**src/logic/bfl_pkg.sv**
```systemverilog
package bfl_pkg;

    // Operation codes handed over by the fetch stage.
    typedef enum logic [4:0] {
        OP_NO_OPERATION     = 5'h00,
        OP_BREAK            = 5'h01,
        OP_SLEEP            = 5'h02,
        OP_WATCHDOG_RESTART = 5'h03,
        OP_IO_BIT_CLEAR     = 5'h04,
        OP_BIT_TO_T         = 5'h05,
        OP_T_TO_BIT         = 5'h06,
        OP_FLAG_FORCE_ONE   = 5'h07,
        OP_FLAG_FORCE_ZERO  = 5'h08,
        OP_REGISTER_COPY    = 5'h09,
        OP_IMMEDIATE_LOAD   = 5'h0a,
        OP_INDIRECT_READ    = 5'h0b,
        OP_INDIRECT_WRITE   = 5'h0c,
        OP_DIRECT_READ      = 5'h0d,
        OP_DIRECT_WRITE     = 5'h0e,
        OP_IO_READ          = 5'h0f,
        OP_IO_WRITE         = 5'h10,
        OP_PUSH             = 5'h11,
        OP_POP              = 5'h12
    } bfl_op_t;

    // Pointer addressing modes.
    typedef enum logic [1:0] {
        PM_PLAIN    = 2'h0,
        PM_POST_INC = 2'h1,
        PM_PRE_DEC  = 2'h2
    } bfl_ptr_mode_t;

    // Status flag positions in status_flags_out.
    localparam logic [2:0] FLAG_CARRY    = 3'h0;
    localparam logic [2:0] FLAG_ZERO     = 3'h1;
    localparam logic [2:0] FLAG_NEGATIVE = 3'h2;
    localparam logic [2:0] FLAG_OVERFLOW = 3'h3;
    localparam logic [2:0] FLAG_SIGN     = 3'h4;
    localparam logic [2:0] FLAG_HALF     = 3'h5;
    localparam logic [2:0] FLAG_TRANSFER = 3'h6;
    localparam logic [2:0] FLAG_IRQ      = 3'h7;

    localparam logic [7:0] STATUS_RESET = 8'h00;

    // Register file indices of the low bytes of the three pointers.
    localparam logic [3:0] PTR_X_LO = 4'ha;
    localparam logic [3:0] PTR_Y_LO = 4'hc;
    localparam logic [3:0] PTR_Z_LO = 4'he;
    localparam logic [1:0] PTR_SEL_X = 2'h0;
    localparam logic [1:0] PTR_SEL_Y = 2'h1;

    // Extra cycles after the accepting cycle, per operation class.
    localparam logic [1:0] EXTRA_NONE = 2'h0;
    localparam logic [1:0] EXTRA_ONE  = 2'h1;

    localparam logic [15:0] ADDR_ONE = 16'h0001;
    localparam logic [7:0]  BYTE_ZERO = 8'h00;
    localparam logic [7:0]  BIT_ONE   = 8'h01;
    localparam logic [15:0] SP_RESET_DEFAULT = 16'h00ff;

endpackage : bfl_pkg

```
**src/logic/bfl_exec.sv**
```systemverilog
`timescale 1ns/1ns
`default_nettype none
module bfl_exec #(
    parameter int          NUM_REGS = 16,
    parameter logic [15:0] SP_RESET = bfl_pkg::SP_RESET_DEFAULT
) (
    input  wire logic                   clk_sys_in,
    input  wire logic                   sys_rst_in,
    input  wire logic                   ce_in,
    input  wire logic                   instr_valid_in,
    input  wire bfl_pkg::bfl_op_t       instr_op_in,
    input  wire logic [3:0]             instr_rd_in,
    input  wire logic [3:0]             instr_rr_in,
    input  wire logic [2:0]             instr_bit_in,
    input  wire logic [1:0]             instr_ptr_sel_in,
    input  wire bfl_pkg::bfl_ptr_mode_t instr_ptr_mode_in,
    input  wire logic [15:0]            instr_addr_in,
    input  wire logic [7:0]             instr_imm_in,
    input  wire logic [7:0]             mem_rdata_in,
    input  wire logic [7:0]             io_rdata_in,
    output logic                        instr_ready_out,
    output logic [15:0]                 mem_addr_out,
    output logic [7:0]                  mem_wdata_out,
    output logic                        mem_we_out,
    output logic                        mem_re_out,
    output logic [5:0]                  io_addr_out,
    output logic [7:0]                  io_wdata_out,
    output logic                        io_we_out,
    output logic                        io_re_out,
    output logic                        io_bit_clear_out,
    output logic [7:0]                  status_flags_out,
    output logic [15:0]                 stack_ptr_out,
    output logic                        wdog_restart_out,
    output logic                        sleep_req_out,
    output logic                        break_req_out
);

    // The pointer indices and the 4-bit register fields assume sixteen registers.
    if (NUM_REGS != 16) begin : g_bad_regs
        $error("bfl_exec supports exactly sixteen working registers");
    end

    logic [7:0]  rf_q [NUM_REGS];
    logic [7:0]  fwd [NUM_REGS];
    logic [15:0] sp_q;
    logic        ex_load_q;
    logic        ex_from_io_q;
    logic [3:0]  ex_rd_q;
    logic [15:0] mem_addr_q;
    logic [7:0]  mem_wdata_q;
    logic        mem_we_q;
    logic        mem_re_q;
    logic [5:0]  io_addr_q;
    logic [7:0]  io_wdata_q;
    logic        io_we_q;
    logic        io_re_q;
    logic        io_clr_q;
    logic        wdog_q;
    logic        sleep_q;
    logic        break_q;
    logic        ready;
    logic [7:0]  flags;

    // Pointer register index of the low byte for a pointer selection.
    function automatic logic [3:0] ptr_lo(input logic [1:0] sel);
        ptr_lo = (sel == bfl_pkg::PTR_SEL_X) ? bfl_pkg::PTR_X_LO :
                 (sel == bfl_pkg::PTR_SEL_Y) ? bfl_pkg::PTR_Y_LO : bfl_pkg::PTR_Z_LO;
    endfunction : ptr_lo

    // Decode of the accepted instruction.
    wire take       = ce_in & instr_valid_in & ready;
    wire is_ld_ind  = take & (instr_op_in == bfl_pkg::OP_INDIRECT_READ);
    wire is_st_ind  = take & (instr_op_in == bfl_pkg::OP_INDIRECT_WRITE);
    wire is_ld_dir  = take & (instr_op_in == bfl_pkg::OP_DIRECT_READ);
    wire is_st_dir  = take & (instr_op_in == bfl_pkg::OP_DIRECT_WRITE);
    wire is_io_rd   = take & (instr_op_in == bfl_pkg::OP_IO_READ);
    wire is_io_wr   = take & (instr_op_in == bfl_pkg::OP_IO_WRITE);
    wire is_io_clr  = take & (instr_op_in == bfl_pkg::OP_IO_BIT_CLEAR);
    wire is_push    = take & (instr_op_in == bfl_pkg::OP_PUSH);
    wire is_pop     = take & (instr_op_in == bfl_pkg::OP_POP);
    wire is_mov     = take & (instr_op_in == bfl_pkg::OP_REGISTER_COPY);
    wire is_ldi     = take & (instr_op_in == bfl_pkg::OP_IMMEDIATE_LOAD);
    wire is_bld     = take & (instr_op_in == bfl_pkg::OP_T_TO_BIT);
    wire is_bst     = take & (instr_op_in == bfl_pkg::OP_BIT_TO_T);
    wire is_set     = take & (instr_op_in == bfl_pkg::OP_FLAG_FORCE_ONE);
    wire is_clr     = take & (instr_op_in == bfl_pkg::OP_FLAG_FORCE_ZERO);
    wire is_wdr     = take & (instr_op_in == bfl_pkg::OP_WATCHDOG_RESTART);
    wire is_sleep   = take & (instr_op_in == bfl_pkg::OP_SLEEP);
    wire is_break   = take & (instr_op_in == bfl_pkg::OP_BREAK);
    wire post_inc   = (instr_ptr_mode_in == bfl_pkg::PM_POST_INC);
    wire pre_dec    = (instr_ptr_mode_in == bfl_pkg::PM_PRE_DEC);

    // Load data returns in the cycle after acceptance and is forwarded at once.
    wire [7:0] ld_data = ex_from_io_q ? io_rdata_in : mem_rdata_in;

    for (genvar i = 0; i < NUM_REGS; i++) begin : g_fwd
        assign fwd[i] = (ex_load_q && ex_rd_q == 4'(i)) ? ld_data : rf_q[i];
    end

    // Operand and pointer selection.
    wire [3:0]  p_lo     = ptr_lo(instr_ptr_sel_in);
    wire [3:0]  p_hi     = p_lo + 4'h1;
    wire [15:0] ptr_val  = {fwd[p_hi], fwd[p_lo]};
    wire [15:0] ptr_dec  = ptr_val - bfl_pkg::ADDR_ONE;
    wire [15:0] ptr_inc  = ptr_val + bfl_pkg::ADDR_ONE;
    wire [15:0] eff_addr = pre_dec ? ptr_dec : ptr_val;
    wire [15:0] ptr_new  = pre_dec ? ptr_dec : ptr_inc;
    wire        ptr_wr   = (is_ld_ind | is_st_ind) & (pre_dec | post_inc);
    wire [7:0]  src_rr   = fwd[instr_rr_in];
    wire [7:0]  src_rd   = fwd[instr_rd_in];
    wire [7:0]  bit_mask = bfl_pkg::BIT_ONE << instr_bit_in;
    wire        t_flag   = flags[bfl_pkg::FLAG_TRANSFER];

    // Accept-stage register write: copy, immediate and T-to-bit.
    wire        wa_en   = is_mov | is_ldi | is_bld;
    wire [7:0]  wa_data = is_mov ? src_rr :
                          is_ldi ? instr_imm_in :
                          (t_flag ? (src_rd | bit_mask) : (src_rd & ~bit_mask));

    // Memory request of the accepted op, and whether it loads a register.
    wire        mem_re_d   = is_ld_ind | is_ld_dir | is_pop;
    wire        mem_we_d   = is_st_ind | is_st_dir | is_push;
    wire [15:0] sp_inc     = sp_q + bfl_pkg::ADDR_ONE;
    wire [15:0] mem_addr_d = (is_ld_ind | is_st_ind) ? eff_addr :
                             is_push ? sp_q :
                             is_pop  ? sp_inc :
                             instr_addr_in;
    wire [15:0] sp_d       = is_push ? (sp_q - bfl_pkg::ADDR_ONE) : is_pop ? sp_inc : sp_q;
    wire        load_d     = mem_re_d | is_io_rd;

    // Extra occupancy: post-inc and pre-dec reads, pre-dec writes, push and pop.
    wire        two_cycle  = (is_ld_ind & (post_inc | pre_dec)) |
                             (is_st_ind & pre_dec) |
                             is_push | is_pop;
    wire [1:0]  extra      = two_cycle ? bfl_pkg::EXTRA_ONE : bfl_pkg::EXTRA_NONE;

    // Working register file; pointer and accept writes beat a late load result.
    for (genvar i = 0; i < NUM_REGS; i++) begin : g_rf
        always_ff @(posedge clk_sys_in or posedge sys_rst_in) begin
            if (sys_rst_in) begin
                rf_q[i] <= bfl_pkg::BYTE_ZERO;
            end else if (ce_in) begin
                if (ptr_wr && p_lo == 4'(i)) begin
                    rf_q[i] <= ptr_new[7:0];
                end else if (ptr_wr && p_hi == 4'(i)) begin
                    rf_q[i] <= ptr_new[15:8];
                end else if (wa_en && instr_rd_in == 4'(i)) begin
                    rf_q[i] <= wa_data;
                end else if (ex_load_q && ex_rd_q == 4'(i)) begin
                    rf_q[i] <= ld_data;
                end
            end
        end
    end

    // Second stage: captures which register the returning byte belongs to.
    always_ff @(posedge clk_sys_in or posedge sys_rst_in) begin
        if (sys_rst_in) begin
            ex_load_q    <= 1'b0;
            ex_from_io_q <= 1'b0;
            ex_rd_q      <= 4'h0;
            sp_q         <= SP_RESET;
        end else if (ce_in) begin
            ex_load_q    <= load_d;
            ex_from_io_q <= is_io_rd;
            ex_rd_q      <= instr_rd_in;
            sp_q         <= sp_d;
        end
    end

    // Data memory request registers.
    always_ff @(posedge clk_sys_in or posedge sys_rst_in) begin
        if (sys_rst_in) begin
            mem_addr_q  <= 16'h0000;
            mem_wdata_q <= bfl_pkg::BYTE_ZERO;
            mem_we_q    <= 1'b0;
            mem_re_q    <= 1'b0;
        end else if (ce_in) begin
            mem_addr_q  <= mem_addr_d;
            mem_wdata_q <= src_rr;
            mem_we_q    <= mem_we_d;
            mem_re_q    <= mem_re_d;
        end
    end

    // I/O request registers; a bit clear sends the bit mask on the write data.
    always_ff @(posedge clk_sys_in or posedge sys_rst_in) begin
        if (sys_rst_in) begin
            io_addr_q  <= 6'h00;
            io_wdata_q <= bfl_pkg::BYTE_ZERO;
            io_we_q    <= 1'b0;
            io_re_q    <= 1'b0;
            io_clr_q   <= 1'b0;
        end else if (ce_in) begin
            io_addr_q  <= instr_addr_in[5:0];
            io_wdata_q <= is_io_clr ? bit_mask : src_rr;
            io_we_q    <= is_io_wr;
            io_re_q    <= is_io_rd;
            io_clr_q   <= is_io_clr;
        end
    end

    // Core-control pulses, one cycle each.
    always_ff @(posedge clk_sys_in or posedge sys_rst_in) begin
        if (sys_rst_in) begin
            wdog_q  <= 1'b0;
            sleep_q <= 1'b0;
            break_q <= 1'b0;
        end else if (ce_in) begin
            wdog_q  <= is_wdr;
            sleep_q <= is_sleep;
            break_q <= is_break;
        end
    end

    // Status flags change only on flag forces and bit-to-T.
    bfl_flag_unit u_flags (
        .clk_sys_in    (clk_sys_in),
        .sys_rst_in    (sys_rst_in),
        .ce_in         (ce_in),
        .force_one_in  (is_set),
        .force_zero_in (is_clr),
        .load_t_in     (is_bst),
        .flag_sel_in   (instr_bit_in),
        .t_value_in    (|(src_rr & bit_mask)),
        .flags_out     (flags)
    );

    // Occupancy counter that gates acceptance.
    bfl_stall_ctr u_stall (
        .clk_sys_in (clk_sys_in),
        .sys_rst_in (sys_rst_in),
        .ce_in      (ce_in),
        .take_in    (take),
        .extra_in   (extra),
        .ready_out  (ready)
    );

    // All outputs come straight from flip-flops.
    assign instr_ready_out  = ready;
    assign mem_addr_out     = mem_addr_q;
    assign mem_wdata_out    = mem_wdata_q;
    assign mem_we_out       = mem_we_q;
    assign mem_re_out       = mem_re_q;
    assign io_addr_out      = io_addr_q;
    assign io_wdata_out     = io_wdata_q;
    assign io_we_out        = io_we_q;
    assign io_re_out        = io_re_q;
    assign io_bit_clear_out = io_clr_q;
    assign status_flags_out = flags;
    assign stack_ptr_out    = sp_q;
    assign wdog_restart_out = wdog_q;
    assign sleep_req_out    = sleep_q;
    assign break_req_out    = break_q;

endmodule : bfl_exec
`default_nettype wire

```
**src/logic/bfl_flag_unit.sv**
```systemverilog
`timescale 1ns/1ns
`default_nettype none
module bfl_flag_unit (
    input  wire logic       clk_sys_in,
    input  wire logic       sys_rst_in,
    input  wire logic       ce_in,
    input  wire logic       force_one_in,
    input  wire logic       force_zero_in,
    input  wire logic       load_t_in,
    input  wire logic [2:0] flag_sel_in,
    input  wire logic       t_value_in,
    output logic      [7:0] flags_out
);

    logic [7:0] flags_q;
    logic [7:0] flags_d;
    logic [7:0] sel_mask;

    // One-hot mask of the single flag an instruction may touch.
    assign sel_mask = BIT_MASK(force_one_in | force_zero_in ? flag_sel_in
                                                           : bfl_pkg::FLAG_TRANSFER);

    function automatic logic [7:0] BIT_MASK(input logic [2:0] pos);
        BIT_MASK = bfl_pkg::BIT_ONE << pos;
    endfunction : BIT_MASK

    // Only the selected flag changes; all others keep their value.
    assign flags_d = force_one_in  ? (flags_q | sel_mask) :
                     force_zero_in ? (flags_q & ~sel_mask) :
                     load_t_in     ? (t_value_in ? (flags_q | sel_mask)
                                                 : (flags_q & ~sel_mask)) :
                     flags_q;

    // Status register storage.
    always_ff @(posedge clk_sys_in or posedge sys_rst_in) begin
        if (sys_rst_in) begin
            flags_q <= bfl_pkg::STATUS_RESET;
        end else if (ce_in) begin
            flags_q <= flags_d;
        end
    end

    assign flags_out = flags_q;

endmodule : bfl_flag_unit
`default_nettype wire

```
**src/logic/bfl_stall_ctr.sv**
```systemverilog
`timescale 1ns/1ns
`default_nettype none
module bfl_stall_ctr (
    input  wire logic       clk_sys_in,
    input  wire logic       sys_rst_in,
    input  wire logic       ce_in,
    input  wire logic       take_in,
    input  wire logic [1:0] extra_in,
    output logic            ready_out
);

    logic [1:0] cnt_q;
    logic       ready_q;

    // Holds the fetch side off for the extra cycles of a multi-cycle op.
    always_ff @(posedge clk_sys_in or posedge sys_rst_in) begin
        if (sys_rst_in) begin
            cnt_q   <= bfl_pkg::EXTRA_NONE;
            ready_q <= 1'b1;
        end else if (ce_in) begin
            if (take_in) begin
                cnt_q   <= extra_in;
                ready_q <= (extra_in == bfl_pkg::EXTRA_NONE);
            end else if (cnt_q != bfl_pkg::EXTRA_NONE) begin
                cnt_q   <= cnt_q - bfl_pkg::EXTRA_ONE;
                ready_q <= (cnt_q == bfl_pkg::EXTRA_ONE);
            end
        end
    end

    assign ready_out = ready_q;

endmodule : bfl_stall_ctr
`default_nettype wire

```
**config.mk**
```make
export PLATFORM = sky130hd
export DESIGN_NAME = bfl_exec
export DESIGN_NICKNAME = d
export VERILOG_FILES = /design/src/logic/bfl_pkg.sv /design/src/logic/bfl_exec.sv /design/src/logic/bfl_flag_unit.sv /design/src/logic/bfl_stall_ctr.sv
export SDC_FILE = /design/constraint.sdc
export NUM_CORES = 1
export LEC_CHECK = 0
export ABC_AREA = 1
export ABC_CLOCK_PERIOD_IN_PS = 9800
export BUFFER_PORTS_ARGS = -buffer_cell sky130_fd_sc_hd__buf_4
export CORE_UTILIZATION = 25
export DETAILED_ROUTE_END_ITERATION = 8
export PLACE_DENSITY = 0.39
export SLEW_MARGIN = 20
export SYNTH_ARGS = -nofsm -noshare
export SYNTH_HDL_FRONTEND = slang
export SYNTH_SLANG_ARGS = --single-unit
```
**constraint.sdc**
```tcl
create_clock -name clk_sys_in -period 9.8 [get_ports clk_sys_in]
set_clock_uncertainty 0.2 [all_clocks]
set_input_delay 1.96 -clock clk_sys_in [delete_from_list [all_inputs] [get_ports clk_sys_in]]
set_output_delay 1.96 -clock clk_sys_in [all_outputs]
set_load 0.1 [all_outputs]
```
Word level (Yosys, flattened, before mapping) --
Index checks and enable logic that the tools add are counted.
Storage, ports and cells: flip-flop bits (word level) 206, input port bits 64, output and inout bits 71, logic and storage cells 353
Cells by class: $add $sub $neg 6, order comparisons 4, equal/unequal tests 82, shift-type cells 2, multiplexer cells 100, bitwise logic cells 47, reductions and logical operators 78
Operators by type and width (count):
- 8-bit two-way mux | 81
- 8-bit binary-select mux with 4-bit select | 4
- 4-bit equality test, second input constant | 32
- 16-bit two-way mux | 7
- 4-bit by 3-bit equality test with 1-bit output, second input constant | 16
- 1-bit logical AND | 64
- 5-bit by 4-bit equality test with 1-bit output, second input constant | 8
- 16-bit by 1-bit adder with 16-bit output, second input constant | 2
- 4-bit by 2-bit equality test with 1-bit output, second input constant | 8
- 16-bit by 1-bit subtractor with 16-bit output, second input constant | 2
- 8-bit bitwise AND | 3
- 1-bit bitwise AND | 23
- 5-bit by 3-bit equality test with 1-bit output, second input constant | 4
- 5-bit >= comparator, second input constant | 4
- 4-bit NOT with 5-bit output | 4
- 4-bit by 1-bit equality test with 1-bit output, second input constant | 4
- 4-bit zero test | 4
- 8-bit NOT | 2
- 8-bit OR | 2
- 1-bit by 3-bit << shifter with 8-bit output, first input constant | 2
- 5-bit equality test, second input constant | 3
- 1-bit OR | 13
- 5-bit by 2-bit equality test with 1-bit output, second input constant | 2
- 8-bit OR reduction | 1
- other kinds (12) | 24

Longest topological paths before layout --
Gate-level depths: netlist (run 1).
depth after elaboration 13, gate-level depth with buffers 21, gate-level depth less buffers 20

Modules after synthesis --
Synthesis (run 1) repeated with hierarchy kept, for this count alone.
Second synthesis, totals: cells, all modules 3099, area, all modules 18072.3 sq um
Modules (own cells, without submodules):
- bfl_exec | instances 1, cells an instance 3004, area an instance 17401.7 sq um, seq. area each 4889.7 sq um
- bfl_flag_unit | instances 1, cells an instance 66, area an instance 462.9 sq um, seq. area each 200.2 sq um
- bfl_stall_ctr | instances 1, cells an instance 29, area an instance 207.7 sq um, seq. area each 76.3 sq um

Worst setup path after synthesis (run 1) --
OpenSTA, ideal clock, no wires.
kind input to register, from input instr_ptr_sel_in[1], to register rf_q[6] (netlist bit), library setup time 0.118 ns, data arrival time 4.080 ns, data required time 9.482 ns, path slack 5.402 ns, stages 20, buffers on the path 2, cell sequence clkbuf_1 > inv_1 > nand2_1 > inv_1 > clkbuf_1 > nand2_1 > inv_1 > nor2_2 > ha_1 > nand2_1 > nor2_4 > inv_2 > nor2_1 > nand2_1 > nand2_1 > nand2_1 > nand2_1 > nand3_1 > nand3_1 > nand2_1
Between the ends: cells in the longest elaborated chain, start to end 12, elaborated cells between the ends (all ways) 22, classes of those cells 3 x add/sub; 3 x eq/ne; 11 x mux; 2 x bitwise; 3 x reduce/logical
RTL lines:
- start: declaration | RTL line bfl_exec.sv:15 | input wire logic [1:0] instr_ptr_sel_in,
- 2-bit by 1-bit equality test with 1-bit output | RTL line bfl_exec.sv:67 | (sel == bfl_pkg::PTR_SEL_Y) ? bfl_pkg::PTR_Y_LO : bfl_pkg::PTR_Z_LO;
- 2-bit two-way mux | RTL line bfl_exec.sv:67
- 3-bit two-way mux (*) | RTL line bfl_exec.sv:66 | ptr_lo = (sel == bfl_pkg::PTR_SEL_X) ? bfl_pkg::PTR_X_LO :
- 4-bit by 1-bit adder with 4-bit output | RTL line bfl_exec.sv:102 | wire [3:0] p_hi = p_lo + 4'h1;
- 4-bit NOT with 5-bit output (not written as such) | RTL line bfl_exec.sv:103 | wire [15:0] ptr_val = {fwd[p_hi], fwd[p_lo]};
- 8-bit binary-select mux with 4-bit select | RTL line bfl_exec.sv:103
- 8-bit two-way mux (not written as such) (2 in series) | RTL line bfl_exec.sv:103
- 16-bit by 1-bit adder with 16-bit output or 16-bit by 1-bit subtractor with 16-bit output (tied branches) | RTL line bfl_exec.sv:105, bfl_exec.sv:104
- 16-bit two-way mux | RTL line bfl_exec.sv:107 | wire [15:0] ptr_new = pre_dec ? ptr_dec : ptr_inc;
- 8-bit two-way mux | RTL line bfl_exec.sv:145 | end else if (ptr_wr && p_hi == 4'(i)) begin
- 8-bit two-way mux (*) | RTL line bfl_exec.sv:143 | if (ptr_wr && p_lo == 4'(i)) begin
- end signal: indexed assignment | RTL line bfl_exec.sv:144 | rf_q[i] <= ptr_new[7:0];
- end signal: indexed assignment | RTL line bfl_exec.sv:146 | rf_q[i] <= ptr_new[15:8];
- end signal: indexed assignment | RTL line bfl_exec.sv:148 | rf_q[i] <= wa_data;
- end: declaration | RTL line bfl_exec.sv:43 | logic [7:0] rf_q [NUM_REGS];
Mark *: on every way between the ends. The rest lies on a longest branch, timed or not. The select of a mux whose other input is x is not followed. A chain may end at the register's enable or synchronous reset.

Worst setup path after layout (run 1) --
from input ce_in, to register rf_q[37] (netlist bit)
Between the ends: cells in the longest elaborated chain, start to end 9, elaborated cells between the ends (all ways) 19, classes of those cells 5 x mux; 11 x bitwise; 3 x reduce/logical
RTL lines:
- start: declaration | RTL line bfl_exec.sv:9 | input wire logic ce_in,
- 1-bit bitwise AND (2 in series) | RTL line bfl_exec.sv:71 | wire take = ce_in & instr_valid_in & ready;
- 1-bit bitwise AND (on tied branches) | RTL line bfl_exec.sv:81, bfl_exec.sv:82
- 1-bit OR (2 in series) | RTL line bfl_exec.sv:115 | wire wa_en = is_mov | is_ldi | is_bld;
- 1-bit logical AND | RTL line bfl_exec.sv:147 | end else if (wa_en && instr_rd_in == 4'(i)) begin
- 8-bit two-way mux | RTL line bfl_exec.sv:147
- 8-bit two-way mux | RTL line bfl_exec.sv:145
- 8-bit two-way mux | RTL line bfl_exec.sv:143
Several ways; a longest one is shown, not always the timed one.

==> results of run 1 <==
-- registers in the layout (all words and copies together) (netlist names), named ones only --
name and flops:
break_req_out 1, ex_load_q 1, ex_rd_q 4, io_addr_out 6
io_bit_clear_out 1, io_re_out 1, io_wdata_out 8, io_we_out 1
mem_addr_out 16, mem_re_out 1, mem_wdata_out 8, mem_we_out 1
rf_q 128, sleep_req_out 1, stack_ptr_out 16, u_stall.cnt_q 2
u_stall.ready_out 1, wdog_restart_out 1
-- power groups by stage --
stage	Sequential [mW]	Combinational (mW)	Clock, mW
2_1_floorplan	1.52	0.787	0
3_3_place_gp	1.19	1.67	0
3_5_place_dp	1.19	1.67	0
4_1_cts	1.18	1.67	1.18
5_1_grt	1.21	1.81	1.21
6_report	1.19	1.69	1.16
-- stage by stage --
step                      instances  setup WS (ns)  power [mW]  cell area (um2)    util
final                          3982          4.036       4.030            20260  0.2954
after global routing           3980          3.867       4.224            20260  0.2953
after CTS                      3980          4.123       4.034            20260  0.2953
after detailed placement       3924          3.494       2.861            19240  0.2806
after global placement         3924          3.344       2.866            19240  0.2805
after floorplan                2952          2.031       2.305            17310       -
-- worst reg2reg max path: stages (launching register included) --
cell,delay (ns)
dfrtp_1,0.94
nand3_1,0.35
nor2_1,0.87
nand2_1,0.09
o21ai_0,0.14
nand2_1,0.08
nand3_1,0.10
nand3_1,0.13
nand3_1,0.12
nand2_1,0.15
inv_1,0.13
nand2_1,0.37
nand2_1,0.79
nand2_1,0.14
nand2_1,0.09
o21ai_0,0.07
-- how the worst max path moves through the flow --
stage               startpoint                    endpoint  slack (ns)  depth (start not counted)
global placement         ce_in                     rf_q[9]        3.34                         14
global route             ce_in                    rf_q[37]        3.87                         16
floorplan           sys_rst_in  asynchronous set/reset pin        2.03                          1
finish                   ce_in                    rf_q[37]        4.04                         16
CTS                      ce_in                    rf_q[37]        4.12                         16
detailed placement       ce_in                    rf_q[37]        3.49                         16
-- metal layers --
| layer | GRT usage | vias up | share of wire |
|---|---|---|---|
| li1 | - | 9795 | - |
| met1 | 0.3710 | 10230 | 0.43 |
| met2 | 0.4370 | 950 | 0.45 |
| met3 | 0.03444 | 214 | 0.064 |
| met4 | 0.1259 | 2 | 0.050 |
| met5 | 0 | - | 0.00011 |
-- layout make-up --
type | count | area [um2] | share of cell area
multi-input combinational | 2389 | 10800 | 0.5330
clock inverter | 12 | 116.4 | 0.005743
timing repair buffer | 161 | 1212 | 0.05984
tap | 931 | 1165 | 0.05749
sequential | 206 | 5166 | 0.2550
clock buffer | 44 | 894.6 | 0.04415
antenna | 2 | 5.005 | 0.0002470
inverter | 237 | 902.1 | 0.04453
-- cell usage in the layout, fill, tap and decap left out, types with 3 or more instances in the layout --
master     Yosys  final
nor3_1        17     17
xor2_1        17     17
o21bai_1       4      4
o211ai_1      14     14
buf_4          5    160
and2_1         8      8
a21oi_1      136    136
a221oi_1       3      3
clkinv_2       0      8
nand2_2        7      7
a31oi_1       20     20
clkinv_1      11     11
ha_1           9      9
inv_2         14     13
clkbuf_1      83      6
nand2_1     1194   1194
clkbuf_16      0     31
o22ai_1       20     20
nand3_2       16     16
o21ai_1       23     22
dfstp_2        9      9
nand3_1      473    473
o21ai_0      182    181
inv_1        212    211
nor2_1       180    174
nor2_2        21     26
nor2_4        12     13
nand4_1       12     12
clkbuf_8       0      7
o21ai_2        2      4
nor4_1         3      3
dfrtp_1      197    197
-- logic make-up (layout without fill, tap and decap cells) --
family                     after synthesis  after routing  share of synthesized area
DFF                                    206            206                     0.2984
adders and majority gates                9              9                   0.006504
and+or+nand+nor                       1951           1951                     0.4795
xor gates and xnor gates                17             17                   0.008599
other                                    0              2                          0
AOI/OAI and AO/OA                      412            412                     0.1275
buffers and inverters                  357            454                    0.07949
==> results.toml, run 1 <==
[yosys]
yosys.area.top_type = "dfrtp_1"
synth-edff-count = 0
ys_warn_count = 0
syn_inst = 2952
syn_nets = 3025
avgSynthCellArea_um2 = 5.865
yosysMostFrequentCell = "nand2_1"
synth_seq_area_share = 0.2984
syn_area_um2 = 17310
synth_top_area_share = 0.2847
ys_types = 42
synth_area_leaders = "dfrtp_1, nand2_1, nand3_1"
ys_top_cells_by_count = "nand2_1, nand3_1, inv_1"
ys_ff_latch = 206
async_reset_ff_frac = 1.000
ys.flop_type = "dfrtp_1"

[floorplanning]
die_x_um = 265.2
rows = 96
die_area_um2 = 70310
coreArea_um2 = 68590
initial_utilization = 0.2524
pin_count = 135
dieHeight_um = 265.2

[setup_path]
required_ns = 10.08
r2r-end = "rf_q[60]"
cp_top_family = "simple AND/OR/NAND/NOR gates"
rrSetupSlack_ns = 4.86
cp-start-kind = "input pin"
cp-end-kind = "register"
path_buf_inv = 5
reg2reg_depth = 15
critPathMaxFanout = 103
cpPeakStageDelay_ns = 0.74
slowest_stage = "nor2_2"
crit_chain = "buf_6 > nand3_4 > nor2_4 > nand3_2 > nor2_2 > inv_2 > nand3_2 > inv_2 > nor2_1 > inv_1 > nor2_2 > inv_1 > a21oi_1 > nand2_1 > nand3_1 > nand2_1"
r2r_start = "ex_load_q"
crit_arrival_ns = 6.05
crit_type = "in2reg"

[job]
maxCapViolCount = 0

[drt]
wl_um = 98480
via_count = 21190
drc = 0
ant_nets = 0
via_per_inst = 5.322
dr.pass1.iters = 6
drt_iter0_markers = 2291
post_drt_wl_per_cell_um = 24.73

[grt]
grt_pass1_wl_um = 142800
antenna_found_initial = 1
overflow = 0
grt_use_total = 0.2751
grt_pass1_vias = 20370
grt_max_degree = 104

[timing]
rsz0062_at_grt = "false"
fmax_mhz = 173.5
slew_viol_final = 0
relSlewSlack = 0.1971
holdWs_ns = 0.2737
setup_tns_ns = 0
fin_crit_ns = 5.764
finalHoldViolations = 0
tightest_slew_ns = 1.204
period_share = 0.5882
setup_violations = 0

[pwr]
comb_power_share = 0.418
switching_power_mw = 1.924
peakVddDrop_mv = 0.1589
cellLeakagePower_nw = 9.886
p_int_mw = 2.106
share_clk_of_total_power = 0.287
p_sw_frac = 0.4774
seqPwrFrac = 0.294
powerDensity_nw_per_um2 = 198.9

[cells_and_area]
nNetsFinal = 3098
fill_cells = 7914
drive_above_1_share = 0.1000
area_delta_synth_final_pct = 17.02

[cts]
cts-resized-gates = 0
cts-root-buf = "clkbuf_16"
cts_buffers = 30
cts_tree = "done"
postCtsSetupRepairBufs = 0
clock_latency_ns = 0.61
cts.clk_slew.worst_paths_ns = 0.06
htree_levels = 1
clockBufferDepth = 3
hold_buffers = 0
cts_sinks = 206

[placement]
dp_hpwl_um = 71140
place_congestion = 0.9881
port_buffers = 134

[min_path]
min_path_cells = 2
holdPathEnd = "io_addr_out[4]"
min_from = "io_addr_out[4]"
hold_path.class = "reg2reg"

[run_status]
status = "finished, final reports clean"
(Power assumes the default switching activity.)
==> run 2, diff against run 1 <==
--- a/config.mk
+++ b/config.mk
@@ -6,11 +6,11 @@
 export NUM_CORES = 1
 export LEC_CHECK = 0
 export ABC_AREA = 1
-export ABC_CLOCK_PERIOD_IN_PS = 9800
+export ABC_CLOCK_PERIOD_IN_PS = 5200
 export BUFFER_PORTS_ARGS = -buffer_cell sky130_fd_sc_hd__buf_4
 export CORE_UTILIZATION = 25
 export DETAILED_ROUTE_END_ITERATION = 8
-export PLACE_DENSITY = 0.39
+export PLACE_DENSITY = 0.4
 export SLEW_MARGIN = 20
 export SYNTH_ARGS = -nofsm -noshare
 export SYNTH_HDL_FRONTEND = slang
==> constraint.sdc (replaced) <==
create_clock -name clk_sys_in -period 5.2 [get_ports clk_sys_in]
set_clock_uncertainty 0.2 [all_clocks]
set_input_delay 1.04 -clock clk_sys_in [delete_from_list [all_inputs] [get_ports clk_sys_in]]
set_output_delay 1.04 -clock clk_sys_in [all_outputs]
set_load 0.1 [all_outputs]
==> run 2 against run 1 <==
Against the previous run: clock-buffer cell count decreased by 1; sequential power increased by 87%; cell count increased by 1.4%; wire length grew 0.12%; die area unchanged; non-clock buffer count grew 59; critical endpoint is now rf_q[101]; highest routed layer is now met4.
==> results.toml, run 2 (synthesis results as in run 1) <==
[pwr]
p_sw_frac = 0.4696
comb_power_share = 0.421
share_clk_of_total_power = 0.290
switching_power_mw = 3.601
seqPwrFrac = 0.290
p_int_mw = 4.066
peakVddDrop_mv = 0.3274
powerDensity_nw_per_um2 = 368.3
cellLeakagePower_nw = 10.23

[floorplanning]
dieHeight_um = 265.2
rows = 96
initial_utilization = 0.2524
pin_count = 135
die_x_um = 265.2
coreArea_um2 = 68590
die_area_um2 = 70310

[setup_path]
cp-startpoint = "ex_rd_q[0]"
critPathMaxFanout = 10
path_buf_inv = 2
cp_top_family = "simple AND/OR/NAND/NOR gates"
crit_chain = "nor2_4 > nand2_1 > nor2_1 > nand2_1 > nand3_1 > nand3_1 > nand2_1 > inv_1 > a21oi_1 > nand3_1 > nand2_1 > nand3_1 > nand2_1 > buf_4 > nand2_1 > nand2_1 > o21ai_1"
r2r_start = "ex_rd_q[0]"
cpPeakStageDelay_ns = 0.63
reg2reg_depth = 17
crit_arrival_ns = 4.60
required_ns = 5.45
cp-start-kind = "register"
cp-end-kind = "register"
path_depth = 17
crit_type = "reg2reg"
slowest_stage = "nor2_1"
cp_common_cell = "nand2_1"

[cells_and_area]
final_common_cell = "nand2_1"
drive_above_1_share = 0.1165
nNetsFinal = 3157
largest_reg_flops = 128
num_antenna_cells = 0
area_delta_synth_final_pct = 20.25
largest_register = "rf_q"
fill_cells = 7834
fin_cells = 4039
finish.instance_area_um2 = 20820
layout_common_cells = "nand2_1, nand3_1, inv_1"

[timing]
rsz0062_at_grt = "false"
fin_crit_ns = 4.351
setup_tns_ns = 0
finalHoldViolations = 0
relSlewSlack = 0.3384
period_share = 0.8366
tightest_slew_ns = 0.9924
slew_viol_final = 0
fmax_mhz = 229.9
setup_violations = 0

[min_path]
min_from = "io_addr_out[5]"
min_path_cells = 2
hold_path.class = "reg2reg"

[grt]
antenna_found_initial = 0
grt_use_total = 0.2745
grt_max_degree = 180
grt_pass1_wl_um = 142300
grt_pass1_vias = 20380
overflow = 0

[drt]
post_drt_wl_per_cell_um = 24.41
drt_iter0_markers = 2123
top_layer = "met4"
via_per_inst = 5.212
met3_length_um = 5183
via_count = 21050
drc = 0
wl_met1_um = 42800
ant_nets = 0
dr.pass1.iters = 7
wl_um = 98590
wl_met2_um = 45490

[cts]
cts_sinks = 206
htree_levels = 1
clockBufferDepth = 3
cts_buffers = 30
cts.clk_slew.worst_paths_ns = 0.06
cts_tree = "done"
hold_buffers = 0
cts-root-buf = "clkbuf_16"
postCtsSetupRepairBufs = 0
clock_latency_ns = 0.61
cts-resized-gates = 0

[job]
maxCapViolCount = 0

[placement]
place_area_um2 = 19780
port_buffers = 134
dp_hpwl_um = 72740
dp.cells = 3983
place_congestion = 0.9770

[run_status]
status = "finished, final reports clean"
## run 2: tightest hold or removal path, cell delays in order, from the launching register on
cell	delay [ns]
dfrtp_1	0.34
nand2_1	0.05
nand2_1	0.05
## run 2: stage by stage
step	utilization	worst slack [ns]	total power, mW	hold WS (ns)
2_1_floorplan	-	1.295	4.344	0.2437
6_report	0.3036	0.8495	7.667	0.2743
3_3_place_gp	0.2884	0.3784	5.437	0.2603
5_1_grt	0.3036	0.6847	8.034	0.2949
4_1_cts	0.3036	0.9548	7.694	0.2795
3_5_place_dp	0.2884	0.3859	5.439	0.2641
## run 2: area by class of cell
| cell class | instances | area, um2 | area share |
|---|---|---|---|
| flip-flops and latches | 206 | 5166 | 0.2481 |
| inverters | 237 | 899.6 | 0.04321 |
| clock inverters | 13 | 146.4 | 0.007031 |
| well taps | 931 | 1165 | 0.05595 |
| clock buffers | 43 | 890.9 | 0.04279 |
| repair buffers | 220 | 1768 | 0.08492 |
| multi-input cells | 2389 | 10780 | 0.5180 |
## run 2: power by group through the flow
| stage | clock network, mW | registers, mW | logic [mW] |
|---|---|---|---|
| floorplan | 0 | 2.86 | 1.48 |
| detailed placement | 0 | 2.24 | 3.20 |
| CTS | 2.27 | 2.22 | 3.21 |
| global placement | 0 | 2.24 | 3.20 |
| finish | 2.22 | 2.22 | 3.22 |
| global route | 2.32 | 2.26 | 3.46 |
## run 2: worst paths after layout
kind / to / slack, ns
worst max-delay path: rf_q[101] / 0.85
worst min-delay path: io_addr_out[5] / 0.27
worst max register to register: rf_q[101] / 0.85
worst min register to register: io_addr_out[5] / 0.27
max in group asynchronous: rf_q[76] / 3.70
min in group asynchronous: rf_q[16] / 0.39
## run 2: routing by layer
metal,vias up,GRT usage
li1,9901,-
met1,10120,0.3616
met2,839,0.4522
met3,195,0.02722
met4,0,0.1254
met5,-,0
==> run 3, diff against run 2 <==
--- a/config.mk
+++ b/config.mk
@@ -6,7 +6,7 @@
 export NUM_CORES = 1
 export LEC_CHECK = 0
 export ABC_AREA = 1
-export ABC_CLOCK_PERIOD_IN_PS = 5200
+export ABC_CLOCK_PERIOD_IN_PS = 3900
 export BUFFER_PORTS_ARGS = -buffer_cell sky130_fd_sc_hd__buf_4
 export CORE_UTILIZATION = 25
 export DETAILED_ROUTE_END_ITERATION = 8
==> constraint.sdc (replaced) <==
create_clock -name clk_sys_in -period 3.9 [get_ports clk_sys_in]
set_clock_uncertainty 0.2 [all_clocks]
set_input_delay 0.78 -clock clk_sys_in [delete_from_list [all_inputs] [get_ports clk_sys_in]]
set_output_delay 0.78 -clock clk_sys_in [all_outputs]
set_load 0.1 [all_outputs]
==> run 3 against run 2 <==
Against the previous run: via count up 3.0%; cell area increased by 3.3%; die area is the same; clock-buffer cell count stayed put; combinational power rose by 37%; critical path type unchanged.
==> results.toml, run 3 (synthesis results as in run 1) <==
[run_status]
status = "finished, final reports clean"

[drt]
dr.pass1.iters = 8
drc = 0
met3_length_um = 7007
wl_met1_um = 42680
top_layer = "met4"
ant_nets = 0
post_drt_wl_per_cell_um = 24.55
drt_iter0_markers = 2237
wl_met2_um = 45340
wl_um = 100900
via_count = 21680
via_per_inst = 5.278

[floorplanning]
pin_count = 135
dieHeight_um = 265.2
die_x_um = 265.2
die_area_um2 = 70310
rows = 96
initial_utilization = 0.2524
coreArea_um2 = 68590

[cells_and_area]
drive_above_1_share = 0.1350
final_util = 0.3135
num_antenna_cells = 0
largest_register = "rf_q"
area_delta_synth_final_pct = 24.18
largest_reg_flops = 128
final_common_cell = "nand2_1"
layout_common_cells = "nand2_1, nand3_1, buf_4"
nNetsFinal = 3229

[timing]
rsz0062_at_grt = "false"
holdWs_ns = 0.2104
setup_violations = 0
fmax_mhz = 273.2
slew_viol_final = 0
finalHoldViolations = 0
setup_tns_ns = 0
fin_crit_ns = 3.660
period_share = 0.9385
relSlewSlack = 0.3881
fin_ws_ns = 0.2397
tightest_slew_ns = 0.9179

[pwr]
cellLeakagePower_nw = 10.61
share_clk_of_total_power = 0.276
peakVddDrop_mv = 0.3584
power.total_mw = 10.27
powerDensity_nw_per_um2 = 477.5
seqPwrFrac = 0.293
comb_power_share = 0.431
switching_power_mw = 4.822
p_sw_frac = 0.4697
p_int_mw = 5.444

[cts]
cts_buffers = 29
clockBufferDepth = 3
htree_levels = 1
cts-root-buf = "clkbuf_16"
cts.clk_slew.worst_paths_ns = 0.06
cts-resized-gates = 0
cts_tree = "done"
clock_latency_ns = 0.60
postCtsSetupRepairBufs = 0
cts_sinks = 206

[grt]
antenna_found_initial = 0
grt_max_degree = 181
grt_pass1_wl_um = 146000
grt_pass1_vias = 21050
grt_use_total = 0.2822
overflow = 0

[placement]
dp_hpwl_um = 75090
port_buffers = 134
place_congestion = 0.9643
dp_slack_ns = 0.2112

[min_path]
hold_path.class = "in2reg"
min_path_cells = 3
min_from = "instr_addr_in[0]"
holdPathEnd = "io_addr_out[0]"

[setup_path]
r2r-end = "rf_q[17]"
rrSetupSlack_ns = 0.24
cp-end-kind = "register"
required_ns = 4.22
cp-start-kind = "register"
critPathMaxFanout = 8
reg2reg_depth = 15
r2r_start = "ex_rd_q[0]"
crit_type = "reg2reg"
crit_arrival_ns = 3.98

[job]
maxCapViolCount = 0
-- run 3: routing by layer --
| metal | GRT usage | vias up |
|---|---|---|
| met5 | 0 | - |
| met3 | 0.03675 | 253 |
| met1 | 0.3698 | 10380 |
| li1 | - | 10050 |
| met4 | 0.1440 | 0 |
| met2 | 0.4538 | 1001 |
-- run 3: metrics by stage --
| stage | std cells | instance area (um2) |
|---|---|---|
| 4_1_cts | 4108 | 21500 |
| 3_5_place_dp | 4055 | 20510 |
| 2_1_floorplan | 2952 | 17320 |
| 6_report | 4108 | 21500 |
| 3_3_place_gp | 4055 | 20510 |
| 5_1_grt | 4108 | 21500 |
-- run 3: timing repair --
item | in CTS | in global routing
hold buffers | 1 | 0
setup endpoints to repair | 0 | 0
hold endpoints to repair | 2 | 0
-- run 3: power by group through the flow --
stage | registers, mW | clock network [mW] | logic (mW)
2_1_floorplan | 3.81 | 0 | 1.98
3_3_place_gp | 3.02 | 0 | 4.36
3_5_place_dp | 3.02 | 0 | 4.37
4_1_cts | 2.99 | 2.90 | 4.38
5_1_grt | 3.05 | 2.97 | 4.74
6_report | 3.01 | 2.84 | 4.42
-- run 3: layout make-up --
class | count | area, um2
fillers | 7743 | 47090
multi-input cells | 2389 | 10780
repair buffers | 293 | 2506
clock buffers | 43 | 858.3
clock inverters | 9 | 122.6
flip-flops and latches | 206 | 5166
well taps | 931 | 1165
inverters | 237 | 898.4
-- run 3: how the worst max path moves through the flow --
stage	start	cells past startpoint	endpoint	slack [ns]
2_1_floorplan	sys_rst_in	1	asynchronous set/reset pin	0.26
3_3_place_gp	instr_ptr_sel_in[1]	18	rf_q[6]	0.21
3_5_place_dp	instr_ptr_sel_in[1]	15	mem_addr_out[10]	0.21
4_1_cts	ex_rd_q[0]	15	rf_q[17]	0.37
5_1_grt	ex_rd_q[3]	17	rf_q[124]	0.11
6_report	ex_rd_q[0]	15	rf_q[17]	0.24
-- run 3: critical path, cell delays in order, from the launching register on --
cell     delay, ns
dfrtp_1       0.55
nand3_2       0.22
nor2_2        0.53
nand2_1       0.37
nand3_1       0.20
nand3_1       0.09
nand3_1       0.15
nand3_1       0.13
nand2_1       0.23
inv_1         0.12
nand2_1       0.11
buf_4         0.25
nand3_1       0.11
nand2_1       0.12
nand3_1       0.09
nand2_1       0.10
